===== src/mpt_pkg.sv =====
// Purpose: shared constants, types and decode helpers for the motor pwm time base block
// Assumes: AHB-Lite register access, one 10 MHz core clock, 16-bit registers in 32-bit words
// Notes:   offsets are byte addresses; each register is the low half of its word
// How it works
// - time base counts only while the run enable bit is set
// - idle-halt bit set stops the time base while the cpu idles
// - 4-bit postscaler value n gives one event per n+1 period events
// - prescale codes 00..11 give count periods of 1, 4, 16, 64 clocks
// - mode 00 free-running, 01 single pulse, 10 continuous up/down
// - mode 11 up/down with events at both turning points
// - count register bit 15 reads direction, one when counting down
// - count register bits 14:0 hold the live count, software writable
// - period register holds a 15-bit period, bit 15 reads zero
// - special event fires when compare value equals the live count
// - special event also needs its direction bit equal to the direction
// - pair-mode bit one gives independent pair, zero gives complementary
// - pin enable one drives the pin from pwm, zero frees it
// - pair control writes ignored unless the unlock sequence precedes them
// - pin enables reset from the pin ownership configuration bit
// - unimplemented bits, including control bits 12:8, read zero
// - unlock is key 0xABCD then key 0x4321 written in order
// - protected write must be the next access after the second key
// - every reset leaves both fault inputs latched, outputs safe
package mpt_pkg;

  localparam logic [7:0]  OFS_CTL  = 8'h00;
  localparam logic [7:0]  OFS_CNT  = 8'h04;
  localparam logic [7:0]  OFS_PER  = 8'h08;
  localparam logic [7:0]  OFS_SEC  = 8'h0C;
  localparam logic [7:0]  OFS_PAIR = 8'h10;
  localparam logic [7:0]  OFS_KEY  = 8'h14;
  localparam logic [7:0]  OFS_FLT  = 8'h18;

  localparam int          CTL_EN_BIT    = 15;
  localparam int          CTL_IDLE_BIT  = 13;
  localparam int          CTL_OPS_LSB   = 4;
  localparam int          CTL_CKPS_LSB  = 2;
  localparam int          CTL_MOD_LSB   = 0;
  localparam int          CNT_DIR_BIT   = 15;
  localparam int          SEC_DIR_BIT   = 15;
  localparam int          PAIR_PAIR_INDEPENDENT_SELECT_LSB = 8;
  localparam int          PAIR_PENH_LSB = 4;
  localparam int          PAIR_PENL_LSB = 0;
  localparam int          FLT_A_BIT     = 0;
  localparam int          FLT_B_BIT     = 1;

  localparam logic [15:0] KEY_FIRST     = 16'hABCD;
  localparam logic [15:0] KEY_SECOND    = 16'h4321;

  localparam logic [14:0] CNT_RST       = 15'h0000;
  localparam logic [14:0] PER_RST       = 15'h0000;
  localparam logic [14:0] SEC_RST       = 15'h0000;
  localparam logic [2:0]  PAIR_INDEPENDENT_SELECT_RST      = 3'h0;
  localparam logic [2:0]  PEN_ALL       = 3'h7;
  localparam logic [2:0]  PEN_NONE      = 3'h0;

  localparam logic [5:0]  PRESC_MAX_1   = 6'h00;
  localparam logic [5:0]  PRESC_MAX_4   = 6'h03;
  localparam logic [5:0]  PRESC_MAX_16  = 6'h0F;
  localparam logic [5:0]  PRESC_MAX_64  = 6'h3F;

  typedef enum logic [1:0] {
    MODE_FREE     = 2'b00,
    MODE_SINGLE   = 2'b01,
    MODE_UPDN     = 2'b10,
    MODE_UPDN_DBL = 2'b11
  } mpt_mode_t;

  typedef enum logic [1:0] {
    KEY_IDLE = 2'b00,
    KEY_HALF = 2'b01,
    KEY_OPEN = 2'b10
  } mpt_key_t;

  typedef enum logic [1:0] {
    PH_IDLE   = 2'b00,
    PH_WRITE  = 2'b01,
    PH_RDWAIT = 2'b10,
    PH_RDDONE = 2'b11
  } mpt_phase_t;

  typedef struct packed {
    logic        hsel;
    logic [31:0] haddr;
    logic [1:0]  htrans;
    logic        hwrite;
    logic [2:0]  hsize;
    logic        hready;
  } mpt_ahb_req_t;

  typedef struct packed {
    logic       en;
    logic       idle_halt;
    logic [3:0] ops;
    logic [1:0] ckps;
    mpt_mode_t  mode;
  } mpt_tbctl_t;

  localparam mpt_tbctl_t CTL_RST = '{en: 1'b0, idle_halt: 1'b0, ops: 4'h0, ckps: 2'h0,
                                     mode: MODE_FREE};

  typedef struct packed {
    logic [2:0] hi;
    logic [2:0] lo;
    logic [2:0] hi_oe;
    logic [2:0] lo_oe;
  } mpt_pins_t;

  function automatic logic [5:0] mpt_presc_max(input logic [1:0] code);
    case (code)
      2'b00:   mpt_presc_max = PRESC_MAX_1;
      2'b01:   mpt_presc_max = PRESC_MAX_4;
      2'b10:   mpt_presc_max = PRESC_MAX_16;
      default: mpt_presc_max = PRESC_MAX_64;
    endcase
  endfunction

endpackage


===== src/mpt_top.sv =====
// Purpose: pwm time base, special event compare, pin ownership and write lock
// Assumes: single-word AHB-Lite transfers; pwm drive levels come from duty logic outside
// Notes:   reads take one wait state so a read right after a write sees the new value
//
// Decided for this implementation: the AHB-Lite interface to the registers and the register offsets.
`timescale 1ns/100ps
module mpt_top
(
  input  wire logic                  CORE_CLK_IN,
  input  wire logic                  RST_B_IN,
  input  wire mpt_pkg::mpt_ahb_req_t AHB_REQ_IN,
  input  wire logic [31:0]           HWDATA_IN,
  output logic [31:0]                HRDATA_OUT,
  output logic                       HREADYOUT_OUT,
  output logic                       HRESP_OUT,
  input  wire logic                  CPU_IDLE_IN,
  input  wire logic                  RESET_PIN_OWNERSHIP_CONFIG_IN,
  input  wire logic                  WRITE_PROTECT_CONFIG_IN,
  input  wire logic                  FAULT_INPUT_A_B_IN,
  input  wire logic                  FAULT_INPUT_B_B_IN,
  input  wire logic [2:0]            PAIR_HIGH_DRIVE_IN,
  input  wire logic [2:0]            PAIR_LOW_DRIVE_IN,
  output mpt_pkg::mpt_pins_t         PINS_OUT,
  output logic                       TIMEBASE_EVENT_OUT,
  output logic                       SPECIAL_EVENT_OUT
);
  import mpt_pkg::*;

  // bus state
  mpt_phase_t  ph;
  mpt_phase_t  next_ph;
  logic [7:0]  dp_addr;
  logic [7:0]  next_dp_addr;
  logic        dp_hit;
  logic        next_dp_hit;
  logic [31:0] hrdata;
  logic [31:0] next_hrdata;
  logic        accept;

  // core state
  mpt_tbctl_t  ctl;
  mpt_tbctl_t  next_ctl;
  logic [14:0] cnt;
  logic [14:0] next_cnt;
  logic        dir;
  logic        next_dir;
  logic [14:0] per;
  logic [14:0] next_per;
  logic [14:0] sec_cmp;
  logic [14:0] next_sec_cmp;
  logic        sec_dir;
  logic        next_sec_dir;
  logic [2:0]  pair_independent_select;
  logic [2:0]  next_pair_independent_select;
  logic [2:0]  penh;
  logic [2:0]  next_penh;
  logic [2:0]  penl;
  logic [2:0]  next_penl;
  logic        pen_init;
  logic        next_pen_init;
  mpt_key_t    key;
  mpt_key_t    next_key;
  logic        flt_a;
  logic        next_flt_a;
  logic        flt_b;
  logic        next_flt_b;
  logic [5:0]  presc;
  logic [5:0]  next_presc;
  logic [3:0]  post;
  logic [3:0]  next_post;
  logic        tb_evt;
  logic        next_tb_evt;
  logic        sev;
  logic        next_sev;
  logic        moved;
  logic        next_moved;
  mpt_pins_t   pins;
  mpt_pins_t   next_pins;

  // decoded strobes
  logic        wr_fire;
  logic        acc_fire;
  logic        cnt_wr;
  logic        prot_ok;
  logic        run;
  logic        tick;
  logic        top_evt;
  logic        bot_evt;
  logic        post_evt;
  logic [15:0] wdata;
  logic [15:0] rd_word;
  logic [2:0]  drv_hi;
  logic [2:0]  drv_lo;
  logic        faulted;

  assign wdata    = HWDATA_IN[15:0];
  assign wr_fire  = (ph == PH_WRITE) && dp_hit;
  assign acc_fire = (ph == PH_WRITE) || (ph == PH_RDWAIT);
  assign cnt_wr   = wr_fire && (dp_addr == OFS_CNT);
  assign prot_ok  = !WRITE_PROTECT_CONFIG_IN || (key == KEY_OPEN);
  assign accept   = AHB_REQ_IN.hsel && AHB_REQ_IN.htrans[1] && AHB_REQ_IN.hready;
  assign faulted  = flt_a || flt_b;

  assign HREADYOUT_OUT      = (ph != PH_RDWAIT);
  assign HRESP_OUT          = 1'b0;
  assign HRDATA_OUT         = hrdata;
  assign PINS_OUT           = pins;
  assign TIMEBASE_EVENT_OUT = tb_evt;
  assign SPECIAL_EVENT_OUT  = sev;

  // bus slave: writes complete in their data phase, reads after one wait state
  always_comb
  begin
    next_ph      = ph;
    next_dp_addr = dp_addr;
    next_dp_hit  = dp_hit;
    next_hrdata  = hrdata;
    case (ph)
      PH_RDWAIT:
      begin
        next_ph     = PH_RDDONE;
        next_hrdata = {16'h0000, rd_word};
      end
      PH_IDLE, PH_WRITE, PH_RDDONE:
      begin
        if (accept)
        begin
          next_ph      = AHB_REQ_IN.hwrite ? PH_WRITE : PH_RDWAIT;
          next_dp_addr = AHB_REQ_IN.haddr[7:0];
          next_dp_hit  = (AHB_REQ_IN.haddr[31:8] == 24'h000000);
        end
        else
        begin
          next_ph = PH_IDLE;
        end
      end
      default: next_ph = PH_IDLE;
    endcase
  end

  always_ff @(posedge CORE_CLK_IN or negedge RST_B_IN)
  begin
    if (!RST_B_IN)
    begin
      ph      <= PH_IDLE;
      dp_addr <= 8'h00;
      dp_hit  <= 1'b0;
      hrdata  <= 32'h00000000;
    end
    else
    begin
      ph      <= next_ph;
      dp_addr <= next_dp_addr;
      dp_hit  <= next_dp_hit;
      hrdata  <= next_hrdata;
    end
  end

  // read mux; unmapped and unimplemented positions give zero
  always_comb
  begin
    rd_word = 16'h0000;
    if (dp_hit)
    begin
      case (dp_addr)
        OFS_CTL:  rd_word = {ctl.en, 1'b0, ctl.idle_halt, 5'h00, ctl.ops, ctl.ckps,
                             ctl.mode};
        OFS_CNT:  rd_word = {dir, cnt};
        OFS_PER:  rd_word = {1'b0, per};
        OFS_SEC:  rd_word = {sec_dir, sec_cmp};
        OFS_PAIR: rd_word = {5'h00, pair_independent_select, 1'b0, penh, 1'b0, penl};
        OFS_FLT:  rd_word = {14'h0000, flt_b, flt_a};
        default:  rd_word = 16'h0000;
      endcase
    end
  end

  // pin drive: complementary pairs derive low from high; a latched fault parks all
  generate
    for (genvar i = 0; i < 3; i++)
    begin : g_pair
      assign drv_hi[i] = PAIR_HIGH_DRIVE_IN[i] && !faulted;
      assign drv_lo[i] = (pair_independent_select[i] ? PAIR_LOW_DRIVE_IN[i] : !PAIR_HIGH_DRIVE_IN[i])
                         && !faulted;
    end
  endgenerate

  // time base, registers, lock and faults
  always_comb
  begin
    next_ctl      = ctl;
    next_cnt      = cnt;
    next_dir      = dir;
    next_per      = per;
    next_sec_cmp  = sec_cmp;
    next_sec_dir  = sec_dir;
    next_pair_independent_select     = pair_independent_select;
    next_penh     = penh;
    next_penl     = penl;
    next_pen_init = 1'b1;
    next_key      = key;
    next_flt_a    = flt_a;
    next_flt_b    = flt_b;
    next_post     = post;
    next_tb_evt   = 1'b0;
    top_evt       = 1'b0;
    bot_evt       = 1'b0;

    run  = ctl.en && !(ctl.idle_halt && CPU_IDLE_IN);
    tick = run && (presc == mpt_presc_max(ctl.ckps));
    if (!run || tick)
      next_presc = 6'h00;
    else
      next_presc = presc + 6'h01;

    if (tick)
    begin
      case (ctl.mode)
        MODE_FREE:
        begin
          if (cnt >= per)
          begin
            next_cnt = 15'h0000;
            top_evt  = 1'b1;
          end
          else
            next_cnt = cnt + 15'h0001;
        end
        MODE_SINGLE:
        begin
          // one period, then the time base turns itself off
          if (cnt >= per)
          begin
            next_cnt    = 15'h0000;
            next_ctl.en = 1'b0;
            top_evt     = 1'b1;
          end
          else
            next_cnt = cnt + 15'h0001;
        end
        MODE_UPDN, MODE_UPDN_DBL:
        begin
          if (!dir)
          begin
            if (cnt >= per)
            begin
              next_dir = 1'b1;
              next_cnt = (cnt == 15'h0000) ? 15'h0000 : cnt - 15'h0001;
              top_evt  = 1'b1;
            end
            else
              next_cnt = cnt + 15'h0001;
          end
          else
          begin
            if (cnt == 15'h0000)
            begin
              next_dir = 1'b0;
              next_cnt = (per == 15'h0000) ? 15'h0000 : 15'h0001;
              bot_evt  = 1'b1;
            end
            else
              next_cnt = cnt - 15'h0001;
          end
        end
        default: next_cnt = cnt;
      endcase
    end

    // double-update mode reports both turning points, plain up/down only the bottom
    case (ctl.mode)
      MODE_UPDN_DBL: post_evt = top_evt || bot_evt;
      MODE_UPDN:     post_evt = bot_evt;
      default:       post_evt = top_evt;
    endcase
    if (post_evt)
    begin
      if (post == ctl.ops)
      begin
        next_post   = 4'h0;
        next_tb_evt = 1'b1;
      end
      else
        next_post = post + 4'h1;
    end

    next_moved = tick;
    next_sev   = moved && (cnt == sec_cmp) && (dir == sec_dir);

    // first cycle after reset release takes pin ownership from the strap
    if (!pen_init)
    begin
      next_penh = RESET_PIN_OWNERSHIP_CONFIG_IN ? PEN_NONE : PEN_ALL;
      next_penl = RESET_PIN_OWNERSHIP_CONFIG_IN ? PEN_NONE : PEN_ALL;
    end

    // every access, read or write, moves the key sequence on
    if (acc_fire)
    begin
      if (wr_fire && (dp_addr == OFS_KEY) && (wdata == KEY_FIRST))
        next_key = KEY_HALF;
      else if (wr_fire && (dp_addr == OFS_KEY) && (wdata == KEY_SECOND) && (key == KEY_HALF))
        next_key = KEY_OPEN;
      else
        next_key = KEY_IDLE;
    end

    if (wr_fire)
    begin
      case (dp_addr)
        OFS_CTL:
        begin
          next_ctl.en        = wdata[CTL_EN_BIT];
          next_ctl.idle_halt = wdata[CTL_IDLE_BIT];
          next_ctl.ops       = wdata[CTL_OPS_LSB +: 4];
          next_ctl.ckps      = wdata[CTL_CKPS_LSB +: 2];
          next_ctl.mode      = mpt_mode_t'(wdata[CTL_MOD_LSB +: 2]);
        end
        OFS_CNT: next_cnt = wdata[14:0];
        OFS_PER: next_per = wdata[14:0];
        OFS_SEC:
        begin
          next_sec_cmp = wdata[14:0];
          next_sec_dir = wdata[SEC_DIR_BIT];
        end
        OFS_PAIR:
        begin
          if (prot_ok)
          begin
            next_pair_independent_select = wdata[PAIR_PAIR_INDEPENDENT_SELECT_LSB +: 3];
            next_penh = wdata[PAIR_PENH_LSB +: 3];
            next_penl = wdata[PAIR_PENL_LSB +: 3];
          end
        end
        OFS_FLT:
        begin
          // clearing only takes when the fault pin is already released
          if (prot_ok && wdata[FLT_A_BIT] && FAULT_INPUT_A_B_IN)
            next_flt_a = 1'b0;
          if (prot_ok && wdata[FLT_B_BIT] && FAULT_INPUT_B_B_IN)
            next_flt_b = 1'b0;
        end
        default: next_per = per;
      endcase
    end

    // a fault arriving with a clear still latches
    if (!FAULT_INPUT_A_B_IN)
      next_flt_a = 1'b1;
    if (!FAULT_INPUT_B_B_IN)
      next_flt_b = 1'b1;

    next_pins.hi    = drv_hi;
    next_pins.lo    = drv_lo;
    next_pins.hi_oe = penh;
    next_pins.lo_oe = penl;
  end

  always_ff @(posedge CORE_CLK_IN or negedge RST_B_IN)
  begin
    if (!RST_B_IN)
    begin
      ctl      <= CTL_RST;
      cnt      <= CNT_RST;
      dir      <= 1'b0;
      per      <= PER_RST;
      sec_cmp  <= SEC_RST;
      sec_dir  <= 1'b0;
      pair_independent_select     <= PAIR_INDEPENDENT_SELECT_RST;
      penh     <= PEN_NONE;
      penl     <= PEN_NONE;
      pen_init <= 1'b0;
      key      <= KEY_IDLE;
      flt_a    <= 1'b1;
      flt_b    <= 1'b1;
      presc    <= 6'h00;
      post     <= 4'h0;
      tb_evt   <= 1'b0;
      sev      <= 1'b0;
      moved    <= 1'b0;
      pins     <= '0;
    end
    else
    begin
      ctl      <= next_ctl;
      cnt      <= next_cnt;
      dir      <= next_dir;
      per      <= next_per;
      sec_cmp  <= next_sec_cmp;
      sec_dir  <= next_sec_dir;
      pair_independent_select     <= next_pair_independent_select;
      penh     <= next_penh;
      penl     <= next_penl;
      pen_init <= next_pen_init;
      key      <= next_key;
      flt_a    <= next_flt_a;
      flt_b    <= next_flt_b;
      presc    <= next_presc;
      post     <= next_post;
      tb_evt   <= next_tb_evt;
      sev      <= next_sev;
      moved    <= next_moved;
      pins     <= next_pins;
    end
  end
endmodule


===== config.mk =====
export PLATFORM = sky130hd
export DESIGN_NAME = mpt_top
export DESIGN_NICKNAME = d
export VERILOG_FILES = /design/src/mpt_pkg.sv /design/src/mpt_top.sv
export SDC_FILE = /design/constraint.sdc
export NUM_CORES = 1
export LEC_CHECK = 0
export BUFFER_PORTS_ARGS = -buffer_cell sky130_fd_sc_hd__buf_2
export CAP_MARGIN = 15
export CORE_MARGIN = 4
export CORE_UTILIZATION = 51
export DETAILED_ROUTE_END_ITERATION = 8
export PLACE_DENSITY = 0.81
export SETUP_SLACK_MARGIN = 0.2
export SYNTH_ARGS = -nofsm -noshare
export SYNTH_HDL_FRONTEND = slang
export SYNTH_SLANG_ARGS = --single-unit

===== constraint.sdc =====
create_clock -name CORE_CLK_IN -period 2.2 [get_ports CORE_CLK_IN]
set_input_delay 0.44 -clock CORE_CLK_IN [delete_from_list [all_inputs] [get_ports CORE_CLK_IN]]
set_output_delay 0.44 -clock CORE_CLK_IN [all_outputs]
set_load 0.005 [all_outputs]

---- Yosys cells after proc, flatten, opt, wreduce, memory -nomap -nowiden ----
Index checks and enable logic that the tools add are counted.
word-level totals
  bits in registers ....................... 123
  input bits .............................. 85
  output and inout port bits .............. 48
  logic and storage cells ................. 174
cells by class
  add/sub/neg operators ................... 4
  magnitude comparators ................... 1
  eq/ne operators ......................... 29
  mux-type cells .......................... 58
  reductions and logical operators ........ 52
operators with widths
  cell                                                 number
  two-way mux 15 bit                                   8
  one-hot mux 16 bit (6 select lines)                  1
  logical NOT 15 bit                                   2
  one-hot mux 15 bit (2 select lines)                  1
  two-way mux 3 bit                                    9
  two-way mux 1 bit                                    26
  == test 8 x 5 -> 1 bit (second input constant)       3
  logical NOT 24 bit                                   1
  logical AND 1 bit                                    22
  two-way mux 10 bit                                   2
  one-hot mux 6 bit (3 select lines)                   1
  == test 16 x 15 -> 1 bit (second input constant)     1
  == test 16 bit (second input constant)               1
  == test 8 x 4 -> 1 bit (second input constant)       2
  two-way mux 16 bit                                   1
  adder 15 x 1 -> 15 bit (second input constant)       1
  == test 15 bit                                       1
  greater-or-equal comparator 15 bit                   1
  subtractor 15 x 1 -> 15 bit (second input constant)  1
  == test 2 bit (second input constant)                6
  != test 2 x 1 -> 1 bit (second input constant)       6
  AND reduction 2 bit                                  5
  AND reduction 3 bit                                  3
  == test 2 x 1 -> 1 bit (second input constant)       4
  18 further kinds                                     35

---- Logic depth before layout (Yosys ltp) ----
  depth after elaboration ................. 8
  gate-level depth with buffers ........... 10

---- Least setup slack after synthesis ----
Ideal clock, no wire load.
  path type ............................... flip-flop to flip-flop
  start point ............................. reg cnt[0]
  end point ............................... reg post[0]
  library setup time ...................... 0.125 ns
  arrival ................................. 2.277 ns
  required time ........................... 2.075 ns
  setup slack ............................. -0.202 ns
  cell stages (with the launch flop) ...... 10
  path through ............................ dfrtp_1 clkbuf_1 inv_1 ha_1 nand3_1 nor3_1 o21ai_0 a32oi_1 o21ai_1 mux2_2
between the ends
  longest elaborated chain between the ends .. 7
RTL lines
  what                                                                             line            source
  from (decl)                                                                      mpt_top.sv:43   logic [14:0] cnt;
  from (signal assigned)                                                           mpt_top.sv:386  cnt <= next_cnt;
  greater-or-equal comparator 15 bit / logical NOT 15 bit (equally long branches)  n/a
  two-way mux 1 bit (on tied branches)                                             n/a
  two-way mux 1 bit                                                                mpt_top.sv:243  if (!dir)
  one-hot mux 1 bit (2 select lines) / two-way mux 1 bit (equally long branches)   mpt_top.sv:218  case (ctl.mode)
  two-way mux 1 bit                                                                mpt_top.sv:216  if (tick)
  logical OR 1 bit                                                                 mpt_top.sv:272  MODE_UPDN_DBL: post_evt = top_evt || bot_evt;
  one-hot mux 1 bit (2 select lines) (*)                                           mpt_top.sv:271  case (ctl.mode)
  to (signal assigned)                                                             mpt_top.sv:399  post <= next_post;
  to (decl)                                                                        mpt_top.sv:69   logic [3:0] post;
Mark *: on every way between the ends. The rest lies on a longest branch, timed or not.
A chain may end at the register's enable or synchronous reset.

---- Worst setup path after layout ----
  start point ............................. reg per[11]
  end point ............................... reg cnt[9]
between the ends
  longest elaborated chain between the ends .. 7
RTL lines
  what                                     line                                            source
  from (decl)                              mpt_top.sv:47                                   logic [14:0] per;
  from (signal assigned)                   mpt_top.sv:388                                  per <= next_per;
  greater-or-equal comparator 15 bit (*)   mpt_top.sv:221, mpt_top.sv:232, mpt_top.sv:245
  two-way mux 15 bit                       mpt_top.sv:245                                  if (cnt >= per)
  two-way mux 15 bit                       mpt_top.sv:243
  one-hot mux 15 bit (2 select lines) (*)  mpt_top.sv:218
  two-way mux 15 bit (*)                   mpt_top.sv:216
  two-way mux 15 bit                       mpt_top.sv:310                                  case (dp_addr)
  two-way mux 15 bit (*)                   mpt_top.sv:308                                  if (wr_fire)
  named net next_cnt[9]                    mpt_top.sv:44                                   logic [14:0] next_cnt;
The timed path passes the listed nets; every way through them passes the cells marked *.

==> flow_metrics.py <==
metrics = {
    "drt": {
        "drtIter0Drc": 1284,
        "vias_per_cell": 6.72,
        "drc": 0,
        "ant_nets": 0,
        "vias": 7490,
        "drt-total-wl_um": 26800,
        "drt_pass1_iterations": 6,
        "wl_per_cell_um": 24.0,
    },
    "run": {
        "maxCapViolCount": 0,
    },
    "timing": {
        "grt_setup_unrepaired": "yes",
        "hold_viol_final": 0,
        "tightest_slew_ns": 0.583,
        "period_minus_slack_ns": 2.29,
        "fin_crit_sh": 1.04,
        "worst_slack_ns": -0.0934,
        "setup_viol": 12,
        "finClkSkew_ns": 0.00946,
        "maxSlewViolCount": 0,
        "fmax_mhz": 436,
        "max_slew_margin": 0.608,
    },
    "logic_synthesis": {
        "synth.distinct_cells": 65,
        "synth.avg_cell_area_um2": 9.71,
        "ys_seq_elements": 123,
        "async_flop_share": 1.00,
        "synth_ff_type": "dfrtp_1",
        "yosysTopAreaCell": "dfrtp_1",
        "yosys-top-cells-area": "dfrtp_1, mux2_2, ha_1",
        "syn_inst": 722,
        "synth_common_cells": "dfrtp_1, nand2_1, a21oi_1",
        "synth.most_common_cell": "dfrtp_1",
        "ys_seq_area_frac": 0.439,
        "syn-cell-area_mm2": 0.00701,
        "synth_top_area_frac": 0.432,
        "yosys_warnings": 0,
        "synth_edf_count": 0,
    },
    "floorplan": {
        "initial_core_util": 0.525,
        "die-area_mm2": 0.0157,
        "core_mm2": 0.0133,
        "die_y_um": 125,
        "rows": 42,
        "die_x_um": 125,
        "io_pins": 133,
    },
    "setup_path": {
        "cpMaxStageDelayCell": "dfrtp_1",
        "cp.required_ns": 2.51,
        "crit_path_end_kind": "flop",
        "cp_data_arrival_time_ns": 2.61,
        "path_cells": "inv_1 -> ha_1 -> nand4_1 -> nor4_4 -> a211oi_2 -> buf_4 -> buf_6 -> nand3_2 -> a21boi_1 -> o32a_2",
        "reg2reg_depth": 10,
        "worst_setup_path_start_kind": "flop",
        "r2r_slack_ns": -0.09,
        "slowest_delay_ns": 0.37,
        "reg2reg_from": "per[11]$_DFFE_PN0P_",
        "r2r_end": "cnt[9]$_DFF_PN0_",
        "cp_max_fo": 3,
        "critPathKind": "flop to flop",
    },
    "placement": {
        "pre_cts_ws_ns": -0.169,
        "io_buffer_count": 95,
        "dpl.hpwl_um": 16800,
        "globalplace.congestion": 0.979,
    },
    "outcome": {
        "status": "complete, but fails checks",
        "violations": "setup timing",
    },
    "global_routing": {
        "first_global_vias": 7389,
        "grt_usage": 0.322,
        "antenna_found_initial": 0,
        "grt-ovfl-total": 0,
        "grt_max_degree": 39,
        "grt_pass1_wl_um": 39400,
    },
    "cells_and_area": {
        "post-route-util": 0.738,
        "drive_gt1_frac": 0.434,
        "area_growth_pct": 40.5,
        "final_nets": 1033,
        "n_antenna_cell": 0,
    },
    "clock_network": {
        "holdBufCountCts": 0,
        "clk_pin_slew_worst_paths_ns": 0.06,
        "cts_inserted_buffers": 17,
        "cts_tree": "built",
        "cts_root_buf": "clkbuf_16",
        "htree_num_levels": 4,
        "cts.sinks": 123,
        "clk_path_buf_depth": 2,
        "clk_latency_ns": 0.43,
    },
    "power_and_ir_drop": {
        "p_per_area_mw_per_mm2": 796,
        "peakVddDrop_v": 0.000650,
        "p_leak_nw": 4.42,
        "fin_total_pwr_mw": 7.84,
    },
    "min_path": {
        "min_path_type": "primary input to asynchronous set/reset pin",
    },
}
sequential cells by signal, summed over array words and instances (netlist names), 2 cells and up:
register and cells:
dp_addr 8, presc 6, ph 2, HRDATA_OUT 16, penh 3, PINS_OUT 12
post 4, cnt 15, sec_cmp 15, ctl 10, pair_independent_select 3, key 2
per 15, penl 3
timing repair:
item	in CTS	in global routing
buffers inserted	14	19
pin swaps	37	35
resized for setup	68	60
setup endpoints to repair	57	79
gates cloned	1	0
endpoints found under the hold margin	0	0
cells by family after synthesis:
logic type | Yosys count | synth area share
AO/OA/AOI/OAI | 181 | 0.177
XOR/XNOR | 31 | 0.0387
adder cells (fa/ha/maj) | 23 | 0.0410
buffers and inverters | 86 | 0.0564
flip-flops | 123 | 0.439
multiplexers | 47 | 0.0751
other | 2 | 0.00107
AND/OR/NAND/NOR | 229 | 0.171
worst max path at each step:
stage                        start                to  slack, ns
2_1_floorplan     cnt[0]$_DFF_PN0_  cnt[9]$_DFF_PN0_       0.13
3_3_place_gp   per[12]$_DFFE_PN0P_  cnt[6]$_DFF_PN0_      -0.10
3_5_place_dp   per[12]$_DFFE_PN0P_  cnt[6]$_DFF_PN0_      -0.17
4_1_cts           cnt[6]$_DFF_PN0_  cnt[9]$_DFF_PN0_      -0.06
5_1_grt        per[11]$_DFFE_PN0P_  cnt[9]$_DFF_PN0_      -0.15
6_report       per[11]$_DFFE_PN0P_  cnt[9]$_DFF_PN0_      -0.09
placed cells by master (no fill, tap or decap), types with 6 or more instances in the layout:
cell | netlist | routed
dfrtp_1 | 121 | 121
buf_4 | 18 | 105
buf_2 | 4 | 94
nand2_1 | 63 | 60
mux2_2 | 45 | 45
a21oi_1 | 48 | 37
nor2_1 | 36 | 29
inv_1 | 31 | 24
nand3_1 | 27 | 21
xnor2_1 | 19 | 19
nand4_1 | 19 | 19
o21ai_0 | 30 | 18
conb_1 | 2 | 18
clkbuf_16 | 0 | 17
buf_6 | 0 | 16
nor4_1 | 16 | 14
a21o_1 | 13 | 13
nor3_1 | 20 | 12
xor2_1 | 12 | 12
ha_4 | 0 | 12
ha_1 | 23 | 11
a31oi_1 | 13 | 10
a22oi_1 | 10 | 10
nor3_2 | 5 | 9
a21oi_2 | 0 | 9
a222oi_1 | 8 | 8
inv_2 | 1 | 7
and2_1 | 9 | 6
o21ai_1 | 4 | 6
buf_12 | 0 | 6
cell type report:
cell class / instances / area [um^2]
repair inverters: 1 / 7.51
repair buffers: 221 / 1560
inverters: 32 / 123
clock buffers: 22 / 484
clock inverters: 10 / 139
well taps: 176 / 220
multi-input cells: 529 / 4240
flip-flops and latches: 123 / 3080
fillers: 783 / 3500
metrics by stage:
step	hold slack [ns]	setup TNS, ns	area [um^2]	std cells
floorplan	0.144	0	7190	738
global placement	0.398	-0.458	8360	1048
detailed placement	0.396	-0.756	8360	1048
CTS	0.0213	-0.120	9380	1095
global route	0.0391	-1.35	9850	1114
finish	0.0122	-0.498	9850	1114
metal layers:
layer | global-route usage | up-vias | routed length, um
met2 | 0.523 | 630 | 12600
li1 | - | 3043 | -
met5 | 0 | - | 0
met1 | 0.377 | 3633 | 9360
met4 | 0.177 | 0 | 1760
met3 | 0.106 | 184 | 3030
power breakdown:
part	switching (mW)	internal (mW)
clock	1.07	1.90
combinational	1.22	0.970
sequential	0.223	2.46
worst max-delay path: cells and delay by family, from the launching register on:
family,cells,cell delay [ns]
simple gates,3,0.59
compound gates,3,0.54
flops,1,0.37
buf+inv,3,0.38
fa+ha+maj,1,0.30
Power figures use the tool's default switching activity.
